--- src/inc/serial_pin_router_regs.vh ---
/*
  Register offsets, writable-bit masks, field positions, codes and reset values
  for the serial pin and interrupt router.
  Assumes an 8-bit special-function-register path with 12-bit byte addresses.
*/
// How it works
// - Port B bits 7..4 choose push-pull (0) or open-drain (1); reset 0; bits 3..0 read 0.
// - Port B readback bit returns pin level for input or open-drain, else 0.
// - Only two of async0, sync0 and two-wire0 reach pins and interrupts together.
// - Pair code 00 async0+two-wire0, 01 async0+sync0, 10 sync0+two-wire0, 11 reserved.
// - Pin-group bit puts async0, and sync0 under code 10, on port 2 bits 0..2 (0) or port B 4..6 (1).
// - Timer A0 input field picks port 2 bit 1 (00) or port 9 bit 1 (01).
// - Async1 swap 0 puts receive on port 9 bit 1, transmit bit 0; 1 exchanges them.
// - Async0 swap 0: receive on group pin 1, transmit pin 0; 1 exchanges them.
// - Two-wire0 uses port 2 bits 3/4; sync0 under code 01 uses port 2 bits 3..5.
// - Unused routed pins are general ports once software clears their alternate bit.
// - Latch 7 async0 transmit; latch 6 receive or sync0; latch 15 two-wire0 or sync0.
// - Port B direction bits 7..4: 0 input, 1 output; reset to input.
// - Port B alternate bits 6..4: 0 pin from port latch, 1 from routed serial output.
`ifndef SERIAL_PIN_ROUTER_REGS_VH
`define SERIAL_PIN_ROUTER_REGS_VH

// Register byte addresses
`define OFS_PB_LATCH       12'h000B
`define OFS_PB_READBACK    12'h0018
`define OFS_PB_DIRECTION   12'h0F25
`define OFS_PB_ALT_FUNC    12'h0F3F
`define OFS_PB_DRIVE_TYPE  12'h0F4C
`define OFS_ASYNC_SWAP     12'h0F57
`define OFS_ROUTING_SEL    12'h0FCB

// Writable bits of each register
`define MASK_PB_LATCH      8'hF0
`define MASK_PB_DIRECTION  8'hF0
`define MASK_PB_ALT_FUNC   8'h70
`define MASK_PB_DRIVE_TYPE 8'hF0
`define MASK_ASYNC_SWAP    8'h03
`define MASK_ROUTING_SEL   8'hD3

// Reset values
`define RST_REG8           8'h00

// Field positions
`define BIT_ASYNC0_SWAP    0
`define BIT_ASYNC1_SWAP    1
`define BIT_PAIR_LO        0
`define BIT_PAIR_HI        1
`define BIT_PIN_GROUP      4
`define BIT_TIMER_LO       6
`define BIT_TIMER_HI       7

// Serial pair codes
`define PAIR_ASYNC_TWI     2'b00
`define PAIR_ASYNC_SYNC    2'b01
`define PAIR_SYNC_TWI      2'b10

// Timer A0 input codes
`define TIMER_SEL_P21      2'b00
`define TIMER_SEL_P91      2'b01

`endif

--- src/hw/serial_pin_interrupt_router.v ---
/*
  Serial pin and interrupt router with port B pad control.
  Routes async serial 0, sync serial 0 and two-wire 0 onto port 2 or port B pins,
  swaps async receive/transmit pins, selects the timer A0 capture input and maps
  the unit interrupts onto the shared latch slots.
  Assumes single-cycle SFR strobes and pin inputs synchronous to clk_sys; port 2
  and port 9 pad logic applies its own alternate-function bits outside.
*/
`timescale 1ns/1ps
`default_nettype none
`include "serial_pin_router_regs.vh"

module serial_pin_interrupt_router
(
  // Clock and reset
  input  wire        clk_sys,
  input  wire        rst_b,
  // Special-function-register access
  input  wire [11:0] sfr_addr,
  input  wire        sfr_wr,
  input  wire        sfr_rd,
  input  wire [7:0]  sfr_wdata,
  output reg  [7:0]  sfr_rdata,
  // Port B pad (bits 7..4)
  input  wire [3:0]  pb_in,
  output reg  [3:0]  pb_out,
  output reg  [3:0]  pb_oe,
  // Port 2 bits 5..0 and port 9 bits 1..0 function side
  input  wire [5:0]  p2_in,
  output reg  [5:0]  p2_fn_out,
  output reg  [5:0]  p2_fn_used,
  input  wire [1:0]  p9_in,
  output reg  [1:0]  p9_fn_out,
  // Outputs from the serial units
  input  wire        async0_transmit,
  input  wire        async1_transmit,
  input  wire        sync0_serial_out,
  input  wire        sync0_shift_clock,
  input  wire        two_wire0_data_low,
  input  wire        two_wire0_clock_low,
  // Inputs to the serial units and timer
  output reg         async0_receive,
  output reg         async1_receive,
  output reg         sync0_serial_in,
  output reg         two_wire0_data,
  output reg         two_wire0_clock,
  output reg         timer_a0_capture,
  // Interrupt sources and shared latch slots
  input  wire        async0_transmit_irq,
  input  wire        async0_receive_irq,
  input  wire        sync0_irq,
  input  wire        two_wire0_irq,
  output reg         latch_slot_seven,
  output reg         latch_slot_six,
  output reg         latch_slot_fifteen
);

  // Control registers
  reg  [7:0] pb_latch_q;
  reg  [7:0] port_b_direction_q;
  reg  [7:0] port_b_alt_function_q;
  reg  [7:0] port_b_drive_type_q;
  reg  [7:0] async_pin_swap_q;
  reg  [7:0] serial_routing_select_q;

  // Decoded fields
  wire [1:0] serial_pair_select     = serial_routing_select_q[`BIT_PAIR_HI:`BIT_PAIR_LO];
  wire       serial_pin_group_select = serial_routing_select_q[`BIT_PIN_GROUP];
  wire [1:0] timer_a0_input_select  = serial_routing_select_q[`BIT_TIMER_HI:`BIT_TIMER_LO];
  wire       async0_pin_swap        = async_pin_swap_q[`BIT_ASYNC0_SWAP];
  wire       async1_pin_swap        = async_pin_swap_q[`BIT_ASYNC1_SWAP];

  // Which units own pins this cycle; reserved code enables none
  wire async_on  = (serial_pair_select == `PAIR_ASYNC_TWI) ||
                   (serial_pair_select == `PAIR_ASYNC_SYNC);
  wire sync_grp  = (serial_pair_select == `PAIR_SYNC_TWI);
  wire sync_p2hi = (serial_pair_select == `PAIR_ASYNC_SYNC);
  wire twi_on    = (serial_pair_select == `PAIR_ASYNC_TWI) ||
                   (serial_pair_select == `PAIR_SYNC_TWI);

  // Register writes; writes to read-only bits are dropped by the masks
  always @(posedge clk_sys or negedge rst_b)
  begin
    if (!rst_b)
    begin
      pb_latch_q              <= `RST_REG8;
      port_b_direction_q      <= `RST_REG8;
      port_b_alt_function_q   <= `RST_REG8;
      port_b_drive_type_q     <= `RST_REG8;
      async_pin_swap_q        <= `RST_REG8;
      serial_routing_select_q <= `RST_REG8;
    end
    else if (sfr_wr)
    begin
      case (sfr_addr)
        `OFS_PB_LATCH:      pb_latch_q <= sfr_wdata & `MASK_PB_LATCH;
        `OFS_PB_DIRECTION:  port_b_direction_q <= sfr_wdata & `MASK_PB_DIRECTION;
        `OFS_PB_ALT_FUNC:   port_b_alt_function_q <= sfr_wdata & `MASK_PB_ALT_FUNC;
        `OFS_PB_DRIVE_TYPE: port_b_drive_type_q <= sfr_wdata & `MASK_PB_DRIVE_TYPE;
        `OFS_ASYNC_SWAP:    async_pin_swap_q <= sfr_wdata & `MASK_ASYNC_SWAP;
        `OFS_ROUTING_SEL:   serial_routing_select_q <= sfr_wdata & `MASK_ROUTING_SEL;
        default:            pb_latch_q <= pb_latch_q;
      endcase
    end
  end

  // Shared group of three pins: index 0/1 carry async tx/rx or sync out/in, 2 sync clock
  reg [2:0] grp_out;
  reg [2:0] grp_used;
  reg [2:0] grp_in;
  always @*
  begin
    grp_out  = 3'b111;
    grp_used = 3'b000;
    grp_in   = serial_pin_group_select ? pb_in[2:0] : p2_in[2:0];
    if (async_on)
    begin
      grp_used = 3'b011;
      if (async0_pin_swap)
        grp_out[1] = async0_transmit;
      else
        grp_out[0] = async0_transmit;
    end
    else if (sync_grp)
    begin
      grp_used   = 3'b111;
      grp_out[0] = sync0_serial_out;
      grp_out[2] = sync0_shift_clock;
    end
  end

  // Port 2 upper pins: two-wire data/clock or sync serial under the async pair
  reg [2:0] hi_out;
  reg [2:0] hi_used;
  always @*
  begin
    hi_out  = 3'b111;
    hi_used = 3'b000;
    if (twi_on)
    begin
      hi_used   = 3'b011;
      hi_out[0] = ~two_wire0_data_low;
      hi_out[1] = ~two_wire0_clock_low;
    end
    else if (sync_p2hi)
    begin
      hi_used   = 3'b111;
      hi_out[0] = sync0_serial_out;
      hi_out[2] = sync0_shift_clock;
    end
  end

  // Port B drive value: latch or routed serial output on bits 6..4
  reg [3:0] pb_val;
  reg [3:0] pb_fn;
  always @*
  begin
    pb_fn  = serial_pin_group_select ? {1'b1, grp_out} : 4'hF;
    pb_val = pb_latch_q[7:4];
    if (port_b_alt_function_q[4])
      pb_val[0] = pb_fn[0];
    if (port_b_alt_function_q[5])
      pb_val[1] = pb_fn[1];
    if (port_b_alt_function_q[6])
      pb_val[2] = pb_fn[2];
  end

  // Registered routing, pads and interrupts; a new selection acts one cycle later
  always @(posedge clk_sys or negedge rst_b)
  begin
    if (!rst_b)
    begin
      pb_out             <= 4'h0;
      pb_oe              <= 4'h0;
      p2_fn_out          <= 6'h3F;
      p2_fn_used         <= 6'h00;
      p9_fn_out          <= 2'h3;
      async0_receive     <= 1'b1;
      async1_receive     <= 1'b1;
      sync0_serial_in    <= 1'b1;
      two_wire0_data     <= 1'b1;
      two_wire0_clock    <= 1'b1;
      timer_a0_capture   <= 1'b0;
      latch_slot_seven   <= 1'b0;
      latch_slot_six     <= 1'b0;
      latch_slot_fifteen <= 1'b0;
    end
    else
    begin
      // Output drives while direction is output; open drain releases on high
      pb_out <= pb_val;
      pb_oe  <= port_b_direction_q[7:4] & (~port_b_drive_type_q[7:4] | ~pb_val);
      // Port 2: pins left unused stay general ports
      p2_fn_out  <= {hi_out, serial_pin_group_select ? 3'b111 : grp_out};
      p2_fn_used <= {hi_used, serial_pin_group_select ? 3'b000 : grp_used};
      // Async serial 1 pin swap on port 9
      p9_fn_out <= async1_pin_swap ? {async1_transmit, 1'b1} : {1'b1, async1_transmit};
      async1_receive <= async1_pin_swap ? p9_in[0] : p9_in[1];
      // Unit inputs; idle high when the unit is not connected
      async0_receive  <= async_on ? (async0_pin_swap ? grp_in[0] : grp_in[1]) : 1'b1;
      sync0_serial_in <= sync_grp ? grp_in[1] : (sync_p2hi ? p2_in[4] : 1'b1);
      two_wire0_data  <= twi_on ? p2_in[3] : 1'b1;
      two_wire0_clock <= twi_on ? p2_in[4] : 1'b1;
      // Timer A0 capture source
      case (timer_a0_input_select)
        `TIMER_SEL_P21: timer_a0_capture <= p2_in[1];
        `TIMER_SEL_P91: timer_a0_capture <= p9_in[1];
        default:        timer_a0_capture <= 1'b0;
      endcase
      // Shared interrupt latch slots
      latch_slot_seven   <= async_on & async0_transmit_irq;
      latch_slot_six     <= (async_on & async0_receive_irq) | (sync_grp & sync0_irq);
      latch_slot_fifteen <= (twi_on & two_wire0_irq) | (sync_p2hi & sync0_irq);
    end
  end

  // Read data, registered one cycle after the read strobe; unmapped reads 0
  always @(posedge clk_sys or negedge rst_b)
  begin
    if (!rst_b)
      sfr_rdata <= 8'h00;
    else if (sfr_rd)
    begin
      case (sfr_addr)
        `OFS_PB_LATCH:      sfr_rdata <= pb_latch_q;
        `OFS_PB_READBACK:   sfr_rdata <= {pb_in & (~port_b_direction_q[7:4] | port_b_drive_type_q[7:4]),
                                          4'h0};
        `OFS_PB_DIRECTION:  sfr_rdata <= port_b_direction_q;
        `OFS_PB_ALT_FUNC:   sfr_rdata <= port_b_alt_function_q;
        `OFS_PB_DRIVE_TYPE: sfr_rdata <= port_b_drive_type_q;
        `OFS_ASYNC_SWAP:    sfr_rdata <= async_pin_swap_q;
        `OFS_ROUTING_SEL:   sfr_rdata <= serial_routing_select_q;
        default:            sfr_rdata <= 8'h00;
      endcase
    end
  end

endmodule // serial_pin_interrupt_router

`default_nettype wire

--- config.mk ---
export PLATFORM = sky130hd
export DESIGN_NAME = serial_pin_interrupt_router
export DESIGN_NICKNAME = d
export VERILOG_FILES = /design/src/hw/serial_pin_interrupt_router.v
export VERILOG_INCLUDE_DIRS = /design/src /design/src/inc
export SDC_FILE = /design/constraint.sdc
export NUM_CORES = 1
export LEC_CHECK = 0
export ABC_AREA = 1
export BUFFER_PORTS_ARGS = -buffer_cell sky130_fd_sc_hd__buf_4
export CORE_MARGIN = 2
export CORE_UTILIZATION = 46
export CTS_CLUSTER_SIZE = 12
export DETAILED_ROUTE_END_ITERATION = 12
export GPL_TIMING_DRIVEN = 1
export PLACE_DENSITY_LB_ADDON = 0.12
export SYNTH_ARGS = -nofsm -noshare
export SYNTH_HDL_FRONTEND = slang
export SYNTH_SLANG_ARGS = --single-unit
--- constraint.sdc ---
create_clock -name clk_sys -period 1.05 [get_ports clk_sys]
set_input_delay 0.21 -clock clk_sys [delete_from_list [all_inputs] [get_ports clk_sys]]
set_output_delay 0.21 -clock clk_sys [all_outputs]
set_load 0.1 [all_outputs]
# ---- Word level (Yosys, flattened, before mapping)
# Index checks and enable logic that the tools add are counted.
dict set report totals {
  memories 0
  mem_bits_ro 0
  register_bits 61
  word_cells 90
  ramBits 0
  input_bits 46
  latch_bits 0
  out_inout_bits 39
}
dict set report classes {
  addsub 0
  eq_ne 10
  bitwise_logic 16
  reduce_logical 10
  n_shift 0
  magnitude_cmp 0
  multipliers 0
  mux 33
  div_mod_pow 0
}
# cell count
set ops {}
lappend ops {{equality test 12 bit (second input constant)} 5}
lappend ops {{one-hot mux 8 bit (7 select lines)} 1}
lappend ops {{two-way mux 1 bit} 22}
lappend ops {{two-way mux 3 bit} 7}
lappend ops {{equality test 12 x 4 -> 1 bit (second input constant)} 1}
lappend ops {{equality test 12 x 5 -> 1 bit (second input constant)} 1}
lappend ops {{inverter 4 bit} 3}
lappend ops {{AND reduction 2 bit} 6}
lappend ops {{bitwise AND 4 bit} 2}
lappend ops {{bitwise OR 4 bit} 2}
lappend ops {{bitwise AND 1 bit} 5}
lappend ops {{equality test 2 x 1 -> 1 bit (second input constant)} 2}
lappend ops {{zero test 2 bit} 2}
lappend ops {{two-way mux 2 bit} 2}
lappend ops {{equality test 2 bit (second input constant)} 1}
lappend ops {{logical OR 1 bit} 2}
lappend ops {{inverter 1 bit} 2}
lappend ops {{bitwise OR 1 bit} 2}
lappend ops {{one-hot mux 1 bit (2 select lines)} 1}

# ---- Depth between registers and ports, before layout
# Gate-level depths: netlist of run 1.
dict set report depth {
  ltp_word 8
  mapped_depth 10
  mapped_depth_nobuf 10
}

# ---- Worst setup path after synthesis of run 1
# No wires, ideal clock.
dict set report synth_timing {
  path_kind {register to output}
  startpoint {register p2_fn_used[1]}
  endpoint {output port p2_fn_used[1]}
  slack_ns -0.484
  stages_incl_launch_ff 2
  path_buffers 1
  t_required_ns 0.840
  t_arrival_ns 1.324
  path_cell_list {dfrtp_1 > buf_4}
}
# element line_no
set synth_lines {}
lappend synth_lines {{start, declared} serial_pin_interrupt_router.v:31} ;# output reg [5:0] p2_fn_used,
lappend synth_lines {{start signal, assigned} serial_pin_interrupt_router.v:195} ;# p2_fn_used <= {hi_used, serial_pin_group_select ? 3'b000 : grp_used};
# No word-level cell between the ends.

# ---- Worst setup path after layout of run 1
dict set report layout_timing {
  startpoint {register async0_receive}
  endpoint {output port async0_receive}
}
# element line_no
set layout_lines {}
lappend layout_lines {{start, declared} serial_pin_interrupt_router.v:42} ;# output reg async0_receive,
lappend layout_lines {{start signal, assigned} serial_pin_interrupt_router.v:200} ;# async0_receive <= async_on ? (async0_pin_swap ? grp_in[0] : grp_in[1]) : 1'b1;
# No word-level cell between the ends.

==> run summary, run 1 <==
Run status -> finished with violations
Failing checks -> setup timing
Worst skew pair latency -> 340 ps
Hold Path Sink -> p2_fn_out[3]$_DFF_PN1_
Row cnt -> 27
H-Tree Depth -> 3
MaxCap Viol Count -> 0
Sequential cell area fraction in the yosys report -> 54.3%
Clock Tree Buf Depth -> 2
Slowest CP cell -> dfstp_2
Layout cell share with drive strength beyond 1 -> 52.9%
Final Util -> 81.7%
Syn Area/Cell -> 8.80 um2
Final ANT Viol Nets -> 0
TritonCTS buffer count -> 9
PortBufs -> 78
Yosys warns -> 0
RePlAce Congestion -> 0.879
Reg2Reg Setup Slack -> -180 ps
CTS tree -> built
Via count -> 2641
Met2 usage in global routing -> 43.5%
WP depth -> 1
Die W -> 80.0 um
DRT iter0 DRCs -> 154
Hold_sp -> two_wire0_data_low
Antenna violations before repair -> 0
Critical path type -> flop to primary output
Global route total overflow -> 0
Post-route cell area -> 4520 um2
GRT Max-Usage Layer -> met2
Peak supply drop -> 924 uV
Final Hold Viols -> 0
Post-synth top flop -> dfrtp_1
Top Ports -> 85
Top delay family on crit path -> flip-flops
Vias per std cell -> 5.21
Drt pass-1 iters -> 4
Post-route worst setup slack -> -243 ps
Clock slew at reported path FFs -> 70 ps
Detail Placement HPWL -> 5200 um
FF-to-FF End -> pb_oe[0]$_DFF_PN0_
Grt met3 use -> 4.41%
Nets -> 476
Grt met1 use -> 30.9%
Largest net degree at the start of global routing -> 22
Final critical-path share of the clock period -> 123%
Die ar. -> 6400 um2
Crit. End Element -> primary output
First-pass GRT wire length -> 12200 um
Synth cell types -> 34
Number of synthesized register bits -> 57
GRT Total Usage -> 25.5%
Post-synthesis cell count -> 302
Reg2reg start -> serial_routing_select_q[1]$_DFFE_PN0P_
Crit path buffers/inverters -> 1
Final WL -> 8900 um
Hold depth -> 2
Worst EP required -> 840 ps
RSZ-0062 raised after global routing -> true
Power density cells -> 1180 nW/um2
Leak -> 0.00217 uW
Worst path max stage delay -> 570 ps
Die height -> 80.0 um
Avg WL per Cell -> 17.6 um
CTS root buf -> clkbuf_8
Tot Pwr -> 5350 uW
Number of flops mapped to enable cells by yosys -> 0
Post-layout minimum cycle time -> 1290 ps
Clk_skew -> 5.02 ps
Crit path launch type -> flop
Core area -> 5540 um2
Final setup violation count -> 53
Clock Sinks -> 57
Max Freq -> 773 MHz
Synthesized cell area -> 2660 um2
Detailed-route DRC error count -> 0
Placed instance area -> 3600 um2
Critical Path Fanout Max -> 1
Ant diodes -> 0
Cells after DPL -> 474
Number of global-route vias before repair -> 2528
Initial Util -> 47.9%
Area grow syn2layout -> 70.3%
Worst EP arrival -> 1080 ps
Slew Viols, Final -> 0
HP Class -> input port to flop
Fin cells -> 507
Worst Reg-to-Reg Cells -> 6
Async set-reset flop share out of synthesis -> 100%
CP Cell Sequence -> buf_12
-- worst max-delay path by stage --
stage                             startpoint                                 end  slack [ps]
global route        async0_receive$_DFF_PN1_                      async0_receive        -260
floorplan            p2_fn_used[1]$_DFF_PN0_                       p2_fn_used[1]        -100
finish              async0_receive$_DFF_PN1_                      async0_receive        -240
global placement                 sfr_addr[1]            sfr_rdata[7]$_DFFE_PN0P_        -190
detailed placement               sfr_addr[6]  port_b_drive_type_q[5]$_DFFE_PN0P_        -200
CTS                   p2_fn_out[0]$_DFF_PN1_                        p2_fn_out[0]        -230
-- through the flow --
step                      worst slack [ps]  TNS (ps)  hold slack [ps]
final                                 -243     -6440             13.9
after global routing                  -260     -7910             19.4
after CTS                             -234     -5510             2.14
after detailed placement              -202     -5080              105
after global placement                -185     -4260              103
after floorplan                       -102      -133            -85.6
-- sequential cells by signal, indices dropped and copies added, names as in the netlist, 2 cells and up --
signal,count
pb_out,4
p2_fn_used,4
port_b_direction_q,4
serial_routing_select_q,5
pb_latch_q,4
p2_fn_out,6
p9_fn_out,2
sfr_rdata,6
port_b_alt_function_q,3
async_pin_swap_q,2
port_b_drive_type_q,4
pb_oe,4
-- worst reg2reg max path, stage by stage (launching register included) --
cell and delay, ps:
dfrtp_2 440, inv_4 50, nor2_4 150, inv_2 70, o21ai_4 210, a31oi_4 120, a21boi_2 120
-- metal layers --
layer	wire [um]	up-vias	share of wire, %
li1	-	1223	-
met1	3350	1263	38
met2	4640	125	52
met3	567	30	6.4
met4	343	0	3.9
met5	0	-	0
-- what timing repair did --
action | in CTS | in global routing
buffers inserted | 4 | 13
endpoints found under the setup margin | 49 | 62
hold buffers | 2 | 0
pin swaps | 8 | 17
resized for setup | 91 | 64
hold endpoints to repair | 19 | 0
-- Yosys cell counts (4+ instances only) --
master	count	area [um2]
nor2_1	31	116
a21oi_1	5	25.0
nand4_4	4	85.1
o21ai_0	24	120
nand2_1	78	293
dfstp_2	13	342
a21boi_0	5	37.5
dfrtp_1	44	1100
buf_4	5	37.5
inv_1	39	146
nand3_1	13	65.1
nand4_1	8	50.1
nor2_2	4	25.0
o21ai_1	8	40.0
-- kinds of logic (layout without fill, tap and decap cells) --
kind of cell,after synthesis,in the layout,share of synthesized area [%]
AO/OA/AOI/OAI,50,50,10.6
flip-flops,57,57,54.3
buffers and inverters,48,180,8.15
other,1,2,0.141
AND/OR/NAND/NOR,146,146,26.8
-- area by class of cell --
cell class,count,area (um2)
clock inverters,3,65.1
inverters,40,155
flip-flops and latches,57,1480
fillers,322,1020
multi-input cells,198,1200
well taps,72,90.1
repair buffers,124,1380
clock buffers,13,149
-- power breakdown --
part | internal [uW] | leakage, uW | switching (uW)
clock network | 1400 | 0.000108 | 903
logic | 284 | 0.00137 | 487
registers | 2240 | 0.000686 | 27.6
-- cell usage in the layout (no fill, tap or decap), drive strengths merged --
master       count
clkinv           1
bufinv           2
dfstp           13
a31oi            1
dlygate4sd3      2
a41oi            1
nor2            36
and2             1
inv             40
a22oi            1
o22ai            2
o21a             1
nor3             2
nand2           79
o211ai           1
nand4           12
nand3           15
conb             2
or2              1
buf            122
dfrtp           44
clkbuf          13
o21ai           32
a21boi           6
a21oi            5
Note: power is estimated with default switching activity, not from simulation.
==> inputs of run 2 (changes only) <==
--- a/config.mk
+++ b/config.mk
@@ -14,6 +14,7 @@
 export DETAILED_ROUTE_END_ITERATION = 12
 export GPL_TIMING_DRIVEN = 1
 export PLACE_DENSITY_LB_ADDON = 0.12
+export REMOVE_ABC_BUFFERS = 1
 export SYNTH_ARGS = -nofsm -noshare
 export SYNTH_HDL_FRONTEND = slang
 export SYNTH_SLANG_ARGS = --single-unit
==> run 2 against run 1 <==
Against the previous run: the run still ends with setup timing left; power decreased by 4.2%; final area decreased by 1.8%; wire length increased by 0.18%; via count increased by 1.3%; critical endpoint is now sync0_serial_in.
==> run summary, run 2 (synthesis gave the netlist of run 1 again) <==
Sequential power share -> 44.3% (+1.8 points)
Placed instance area -> 3540 um2 (-1.6%)
Clock Sinks -> 57 (unchanged)
DRT iter0 DRCs -> 198 (+29%)
Post-layout minimum cycle time -> 1290 ps (-1.17 ps)
First-pass GRT wire length -> 12800 um (+5.1%)
Crit path buffers/inverters -> 1 (unchanged)
Number of global-route vias before repair -> 2509 (-0.75%)
Combinational Power Share -> 15.0% (+0.6 points)
Biggest regs -> p2_fn_out (6), sfr_rdata (6), serial_routing_select_q (5)
Worst Reg-to-Reg Cells -> 6 (unchanged)
Leak -> 0.00218 uW (+0.71%)
Ant diodes -> 0 (unchanged)
Slew Viols, Final -> 0 (unchanged)
Sw power -> 1440 uW (+1.7%)
Final ANT Viol Nets -> 0 (unchanged)
Final critical-path share of the clock period -> 123% (about the same)
Drt pass-1 iters -> 5 (+1)
Crit. End Element -> primary output
Top Ports -> 85 (unchanged)
Die W -> 80.0 um (unchanged)
Critical Path Fanout Max -> 1 (unchanged)
Slowest CP cell -> dfstp_2
Core area -> 5540 um2 (unchanged)
CP Cell Sequence -> buf_12
RePlAce Congestion -> 0.848 (-3.5%)
Hold Path Sink -> two_wire0_data$_DFF_PN1_
CTS root buf -> clkbuf_8
GRT Total Usage -> 26.9% (+1.4 points)
Switching Fraction -> 28.2% (+1.6 points)
Critical path type -> flop to primary output
Hold_sp -> p2_in[3]
Clock Tree Buf Depth -> 2 (unchanged)
Initial Util -> 47.9% (unchanged)
MaxCap Viol Count -> 0 (unchanged)
Nets -> 478 (+0.42%)
Run status -> finished with violations
Die ar. -> 6400 um2 (unchanged)
Clk_skew -> 10.7 ps (+5.70 ps)
Final WL -> 8920 um (+0.18%)
TritonCTS buffer count -> 9 (unchanged)
Worst path max stage delay -> 570 ps (about the same)
Hold depth -> 2 (unchanged)
Setup TNS -> -5880 ps (+558 ps)
Leading cell type in the layout, fill and taps excluded -> buf_4
Largest net degree at the start of global routing -> 24 (+9.1%)
Worst slack at placement -> -203 ps (-0.162 ps)
Row cnt -> 27 (unchanged)
Failing checks -> setup timing
Reg2reg start -> serial_routing_select_q[1]$_DFFE_PN0P_
Worst EP arrival -> 1080 ps (about the same)
Final Hold Viols -> 0 (unchanged)
Int Pwr -> 3680 uW (-6.3%)
Max Freq -> 774 MHz (about the same)
Detailed-route DRC error count -> 0 (unchanged)
Top delay family on crit path -> flip-flops
Final setup violation count -> 51 (-3.8%)
Most frequent cells in the layout -> buf_4 (77), nand2_1 (76), dfrtp_1 (41)
Peak supply drop -> 879 uV (-4.8%)
FF-to-FF End -> pb_oe[0]$_DFF_PN0_
Layout cell share with drive strength beyond 1 -> 45.5% (-7.3 points)
Worst EP required -> 840 ps (about the same)
Power density cells -> 1150 nW/um2 (-2.5%)
Tot Pwr -> 5120 uW (-4.2%)
Crit path launch type -> flop
Post-route cell area -> 4440 um2 (-1.8%)
Detail Placement HPWL -> 4960 um (-4.7%)
Clock slew at reported path FFs -> 70 ps (about the same)
H-Tree Depth -> 3 (unchanged)
Avg WL per Cell -> 17.5 um (-0.21%)
RSZ-0062 raised after global routing -> true
Antenna violations before repair -> 0 (unchanged)
PortBufs -> 78 (unchanged)
HP Class -> input port to flop
Reg2Reg Setup Slack -> -200 ps (-20 ps)
Fillers -> 306 (-5.0%)
Worst skew pair latency -> 340 ps (about the same)
Area grow syn2layout -> 67.3%
Global route total overflow -> 0 (unchanged)
Die height -> 80.0 um (unchanged)
Clock share of power -> 40.7% (-2.4 points)
CTS tree -> built
Post-route worst setup slack -> -242 ps (+1.17 ps)
Via count -> 2676 (+1.3%)
Vias per std cell -> 5.26 (+0.93%)
run 2: per-layer routing:
layer / GRT usage (%) / vias to the layer above / share of wire, %
met5: 0 / - / 0
met4: 10.2 / 0 / 2.5
met3: 6.45 / 20 / 7.0
met2: 45.3 / 154 / 52
met1: 33.5 / 1268 / 38
li1: - / 1234 / -
run 2: worst max path at each step:
stage / from / endpoint / slack (ps) / cells after the start
after floorplan: p2_fn_used[1]$_DFF_PN0_ / p2_fn_used[0] / -640 / 0
after global placement: serial_routing_select_q[1]$_DFFE_PN0P_ / pb_oe[0]$_DFF_PN0_ / -180 / 6
after detailed placement: sfr_addr[0] / port_b_drive_type_q[4]$_DFFE_PN0P_ / -200 / 7
after CTS: p2_fn_out[0]$_DFF_PN1_ / p2_fn_out[0] / -230 / 1
after global routing: sync0_serial_in$_DFF_PN1_ / sync0_serial_in / -270 / 1
final: sync0_serial_in$_DFF_PN1_ / sync0_serial_in / -240 / 1
run 2: layout make-up:
class	instances	area (um2)	area share [%]
clock buffer	11	141	3.18
clock inverter	5	55.1	1.24
inverter	40	153	3.43
multi-input combinational	198	1150	25.8
sequential	57	1450	32.5
tap	72	90.1	2.03
timing repair buffer	126	1410	31.8
run 2: power by group through the flow:
stage	logic, uW	clock network, uW	registers, uW
global placement	641	0	2290
floorplan	141	0	2500
finish	767	2080	2270
global route	812	2200	2270
detailed placement	647	0	2290
CTS	720	2080	2270
run 2: metrics by stage:
| step | util, % | hold slack, ps | instances |
|---|---|---|---|
| floorplan | - | -85.6 | 295 |
| global placement | 63.9 | 120 | 476 |
| detailed placement | 63.9 | 126 | 476 |
| CTS | 76.9 | 59.8 | 502 |
| global route | 80.2 | 63.3 | 509 |
| finish | 80.2 | 77.0 | 509 |
run 2: what timing repair did:
| item | in CTS | in global routing |
|---|---|---|
| hold buffers | 3 | 0 |
| setup buffers | 7 | 9 |
| pin swaps | 6 | 15 |
| setup endpoints to repair | 52 | 58 |
| resized for setup | 114 | 43 |
| endpoints found under the hold margin | 17 | 0 |
==> inputs of run 3 (changes only) <==
--- a/config.mk
+++ b/config.mk
@@ -7,14 +7,15 @@
 export NUM_CORES = 1
 export LEC_CHECK = 0
 export ABC_AREA = 1
-export BUFFER_PORTS_ARGS = -buffer_cell sky130_fd_sc_hd__buf_4
 export CORE_MARGIN = 2
-export CORE_UTILIZATION = 46
+export CORE_UTILIZATION = 49
 export CTS_CLUSTER_SIZE = 12
 export DETAILED_ROUTE_END_ITERATION = 12
-export GPL_TIMING_DRIVEN = 1
+export DONT_BUFFER_PORTS = 1
+export GPL_TIMING_DRIVEN = 0
 export PLACE_DENSITY_LB_ADDON = 0.12
 export REMOVE_ABC_BUFFERS = 1
 export SYNTH_ARGS = -nofsm -noshare
 export SYNTH_HDL_FRONTEND = slang
 export SYNTH_SLANG_ARGS = --single-unit
+export TNS_END_PERCENT = 20
==> run 3 against run 2 <==
Against the previous run: the flow finishes with violations (hold timing, setup timing); clock skew hardly changed; flip-flop and latch count unchanged; via count fell by 24%; critical path depth is 1 lower; non-clock buffer count down 113; core utilization shrank 17 points; count of clock-buffer cells in the layout did not move; final area shrank 27%; hold slack worse by 520 ps; fmax down 4.7%; register-to-register slack improved by 50 ps; die area fell by 5.8%; critical path type unchanged; highest routed layer unchanged.
==> run summary, run 3 (synthesis gave the netlist of run 1 again) <==
Avg WL per Cell -> 15.3 um (-13%)
RSZ-0062 raised after global routing -> true
Largest net degree at the start of global routing -> 58 (+140%)
Slew Viols, Final -> 0 (unchanged)
PortBufs -> 0 (-100%)
FF-to-FF End -> pb_oe[0]$_DFF_PN0_
Initial Util -> 51.4% (+3.4 points)
Setup TNS -> -7890 ps (-2000 ps)
Crit. End Element -> primary output
Core area -> 5170 um2 (-6.6%)
Worst skew pair latency -> 340 ps (about the same)
Worst EP arrival -> 1150 ps (+70 ps)
Ant diodes -> 0 (unchanged)
Final setup violation count -> 50 (-2.0%)
Peak supply drop -> 813 uV (-7.6%)
Detail Placement HPWL -> 4260 um (-14%)
Final critical-path share of the clock period -> 129% (+6.1 points)
GRT Total Usage -> 21.5% (-5.4 points)
Worst Reg-to-Reg Cells -> 6 (unchanged)
Via count -> 2043 (-24%)
Critical path type -> flop to primary output
Clock Tree Buf Depth -> 2 (unchanged)
Final ANT Viol Nets -> 0 (unchanged)
Most frequent cells in the layout -> nand2_1 (76), inv_1 (37), nor2_1 (27)
Final Hold Viols -> 58 (+58)
Row cnt -> 26 (-3.7%)
H-Tree Depth -> 3 (unchanged)
MaxCap Viol Count -> 0 (unchanged)
Max Freq -> 738 MHz (-4.7%)
Clk_skew -> 10.9 ps (+0.177 ps)
DRT iter0 DRCs -> 126 (-36%)
Clock Sinks -> 57 (unchanged)
Leak -> 0.00142 uW (-35%)
Max-slew headroom -> 62.6%
Hold_ws -> -439 ps (-516 ps)
Layout cell share with drive strength beyond 1 -> 26.9% (-19 points)
Crit path launch type -> flop
Run status -> finished with violations
Die W -> 77.6 um (-3.0%)
Nets -> 365 (-24%)
Clock slew at reported path FFs -> 70 ps (about the same)
Slew @ Worst Pin -> 564 ps
Leading cell type in the layout, fill and taps excluded -> nand2_1
Die ar. -> 6030 um2 (-5.8%)
Tot Pwr -> 4870 uW (-5.0%)
Antenna violations before repair -> 0 (unchanged)
Vias per std cell -> 5.19 (-1.4%)
CTS tree -> built
Power density cells -> 1500 nW/um2 (+30%)
Drt pass-1 iters -> 5 (unchanged)
Failing checks -> hold timing, setup timing
Detailed-route DRC error count -> 0 (unchanged)
Worst EP required -> 840 ps (about the same)
Global route total overflow -> 0 (unchanged)
Critical Path Fanout Max -> 2 (+1)
Reg2Reg Setup Slack -> -150 ps (+50 ps)
Post-layout minimum cycle time -> 1360 ps (+63.6 ps)
Final WL -> 6020 um (-32%)
HP Class -> input port to asynchronous set/reset pin
TritonCTS buffer count -> 9 (unchanged)
CTS root buf -> clkbuf_8
Number of global-route vias before repair -> 2040 (-19%)
Worst slack at placement -> -474 ps (-271 ps)
Post-route worst setup slack -> -306 ps (-63.6 ps)
Die height -> 77.6 um (-3.0%)
Top Ports -> 85 (unchanged)
Biggest regs -> p2_fn_out (6), sfr_rdata (6), serial_routing_select_q (5)
RePlAce Congestion -> 0.878 (+3.5%)
First-pass GRT wire length -> 9990 um (-22%)
Area grow syn2layout -> 22.1%
Reg2reg start -> serial_routing_select_q[1]$_DFFE_PN0P_
-- run 3: changes by cell type in the layout (fill, tap and decap cells not counted), moves of 4 or more --
| cell | previous run | this run |
|---|---|---|
| dfstp_2 | 13 | 0 |
| inv_2 | 7 | 3 |
| buf_4 | 77 | 0 |
| buf_6 | 6 | 0 |
| dfrtp_4 | 0 | 22 |
| dlygate4sd3_1 | 3 | 12 |
| dfstp_4 | 0 | 13 |
| buf_8 | 13 | 0 |
| inv_1 | 32 | 37 |
| dfrtp_1 | 41 | 19 |
| buf_12 | 27 | 1 |
-- run 3: final cells by class --
| type | count | area [um2] |
|---|---|---|
| clock buffer | 11 | 151 |
| tap | 70 | 87.6 |
| inverter | 40 | 150 |
| multi-input combinational | 198 | 1070 |
| fill | 436 | 1930 |
| timing repair buffer | 13 | 140 |
| clock inverter | 5 | 62.6 |
| sequential | 57 | 1580 |
-- run 3: how the worst max path moves through the flow --
stage                             from                               to  slack, ps  cells past startpoint
4_1_cts        p2_fn_used[1]$_DFF_PN0_                    p2_fn_used[0]       -320                      0
3_5_place_dp               sfr_addr[9]  async_pin_swap_q[1]$_DFFE_PN0P_       -470                      5
6_report       p2_fn_used[1]$_DFF_PN0_                    p2_fn_used[0]       -310                      0
3_3_place_gp   p2_fn_used[4]$_DFF_PN0_                    p2_fn_used[4]       -640                      0
2_1_floorplan  p2_fn_used[1]$_DFF_PN0_                    p2_fn_used[0]       -640                      0
5_1_grt        p2_fn_used[1]$_DFF_PN0_                    p2_fn_used[1]       -330                      0
-- run 3: worst reg2reg max path, cell delays in order (launching register included) --
cell      delay [ps]
dfrtp_2          420
inv_2             90
nor2_4           110
inv_1             80
o21ai_2          150
a31oi_2          110
a21boi_1         150
-- run 3: report_power, final --
group | switching (uW) | total (uW) | internal (uW)
clock | 934 | 2170 | 1240
combinational | 140 | 217 | 77.5
sequential | 219 | 2480 | 2260
-- run 3: through the flow --
stage | utilization [%] | instances | hold WS, ps | area (um2)
6_report | 62.7 | 394 | -439 | 3240
5_1_grt | 62.7 | 394 | -456 | 3240
4_1_cts | 61.3 | 392 | -455 | 3170
3_5_place_dp | 51.9 | 365 | -84.4 | 2680
3_3_place_gp | 51.8 | 365 | -84.5 | 2680
2_1_floorplan | - | 295 | -85.6 | 2590
-- run 3: layer usage --
metal,GRT usage (%),wire length (um),up-vias
met1,28.8,2760,972
li1,-,-,998
met3,5.47,368,9
met2,32.9,2790,64
met5,0,0,-
met4,9.64,106,0
-- run 3: what timing repair did --
item,in CTS,in global routing
setup endpoints to repair,60,64
hold buffers,11,1
pin swaps,1,2
resized for setup,68,14
gates cloned,0,0
setup buffers,0,1
endpoints found under the hold margin,76,59
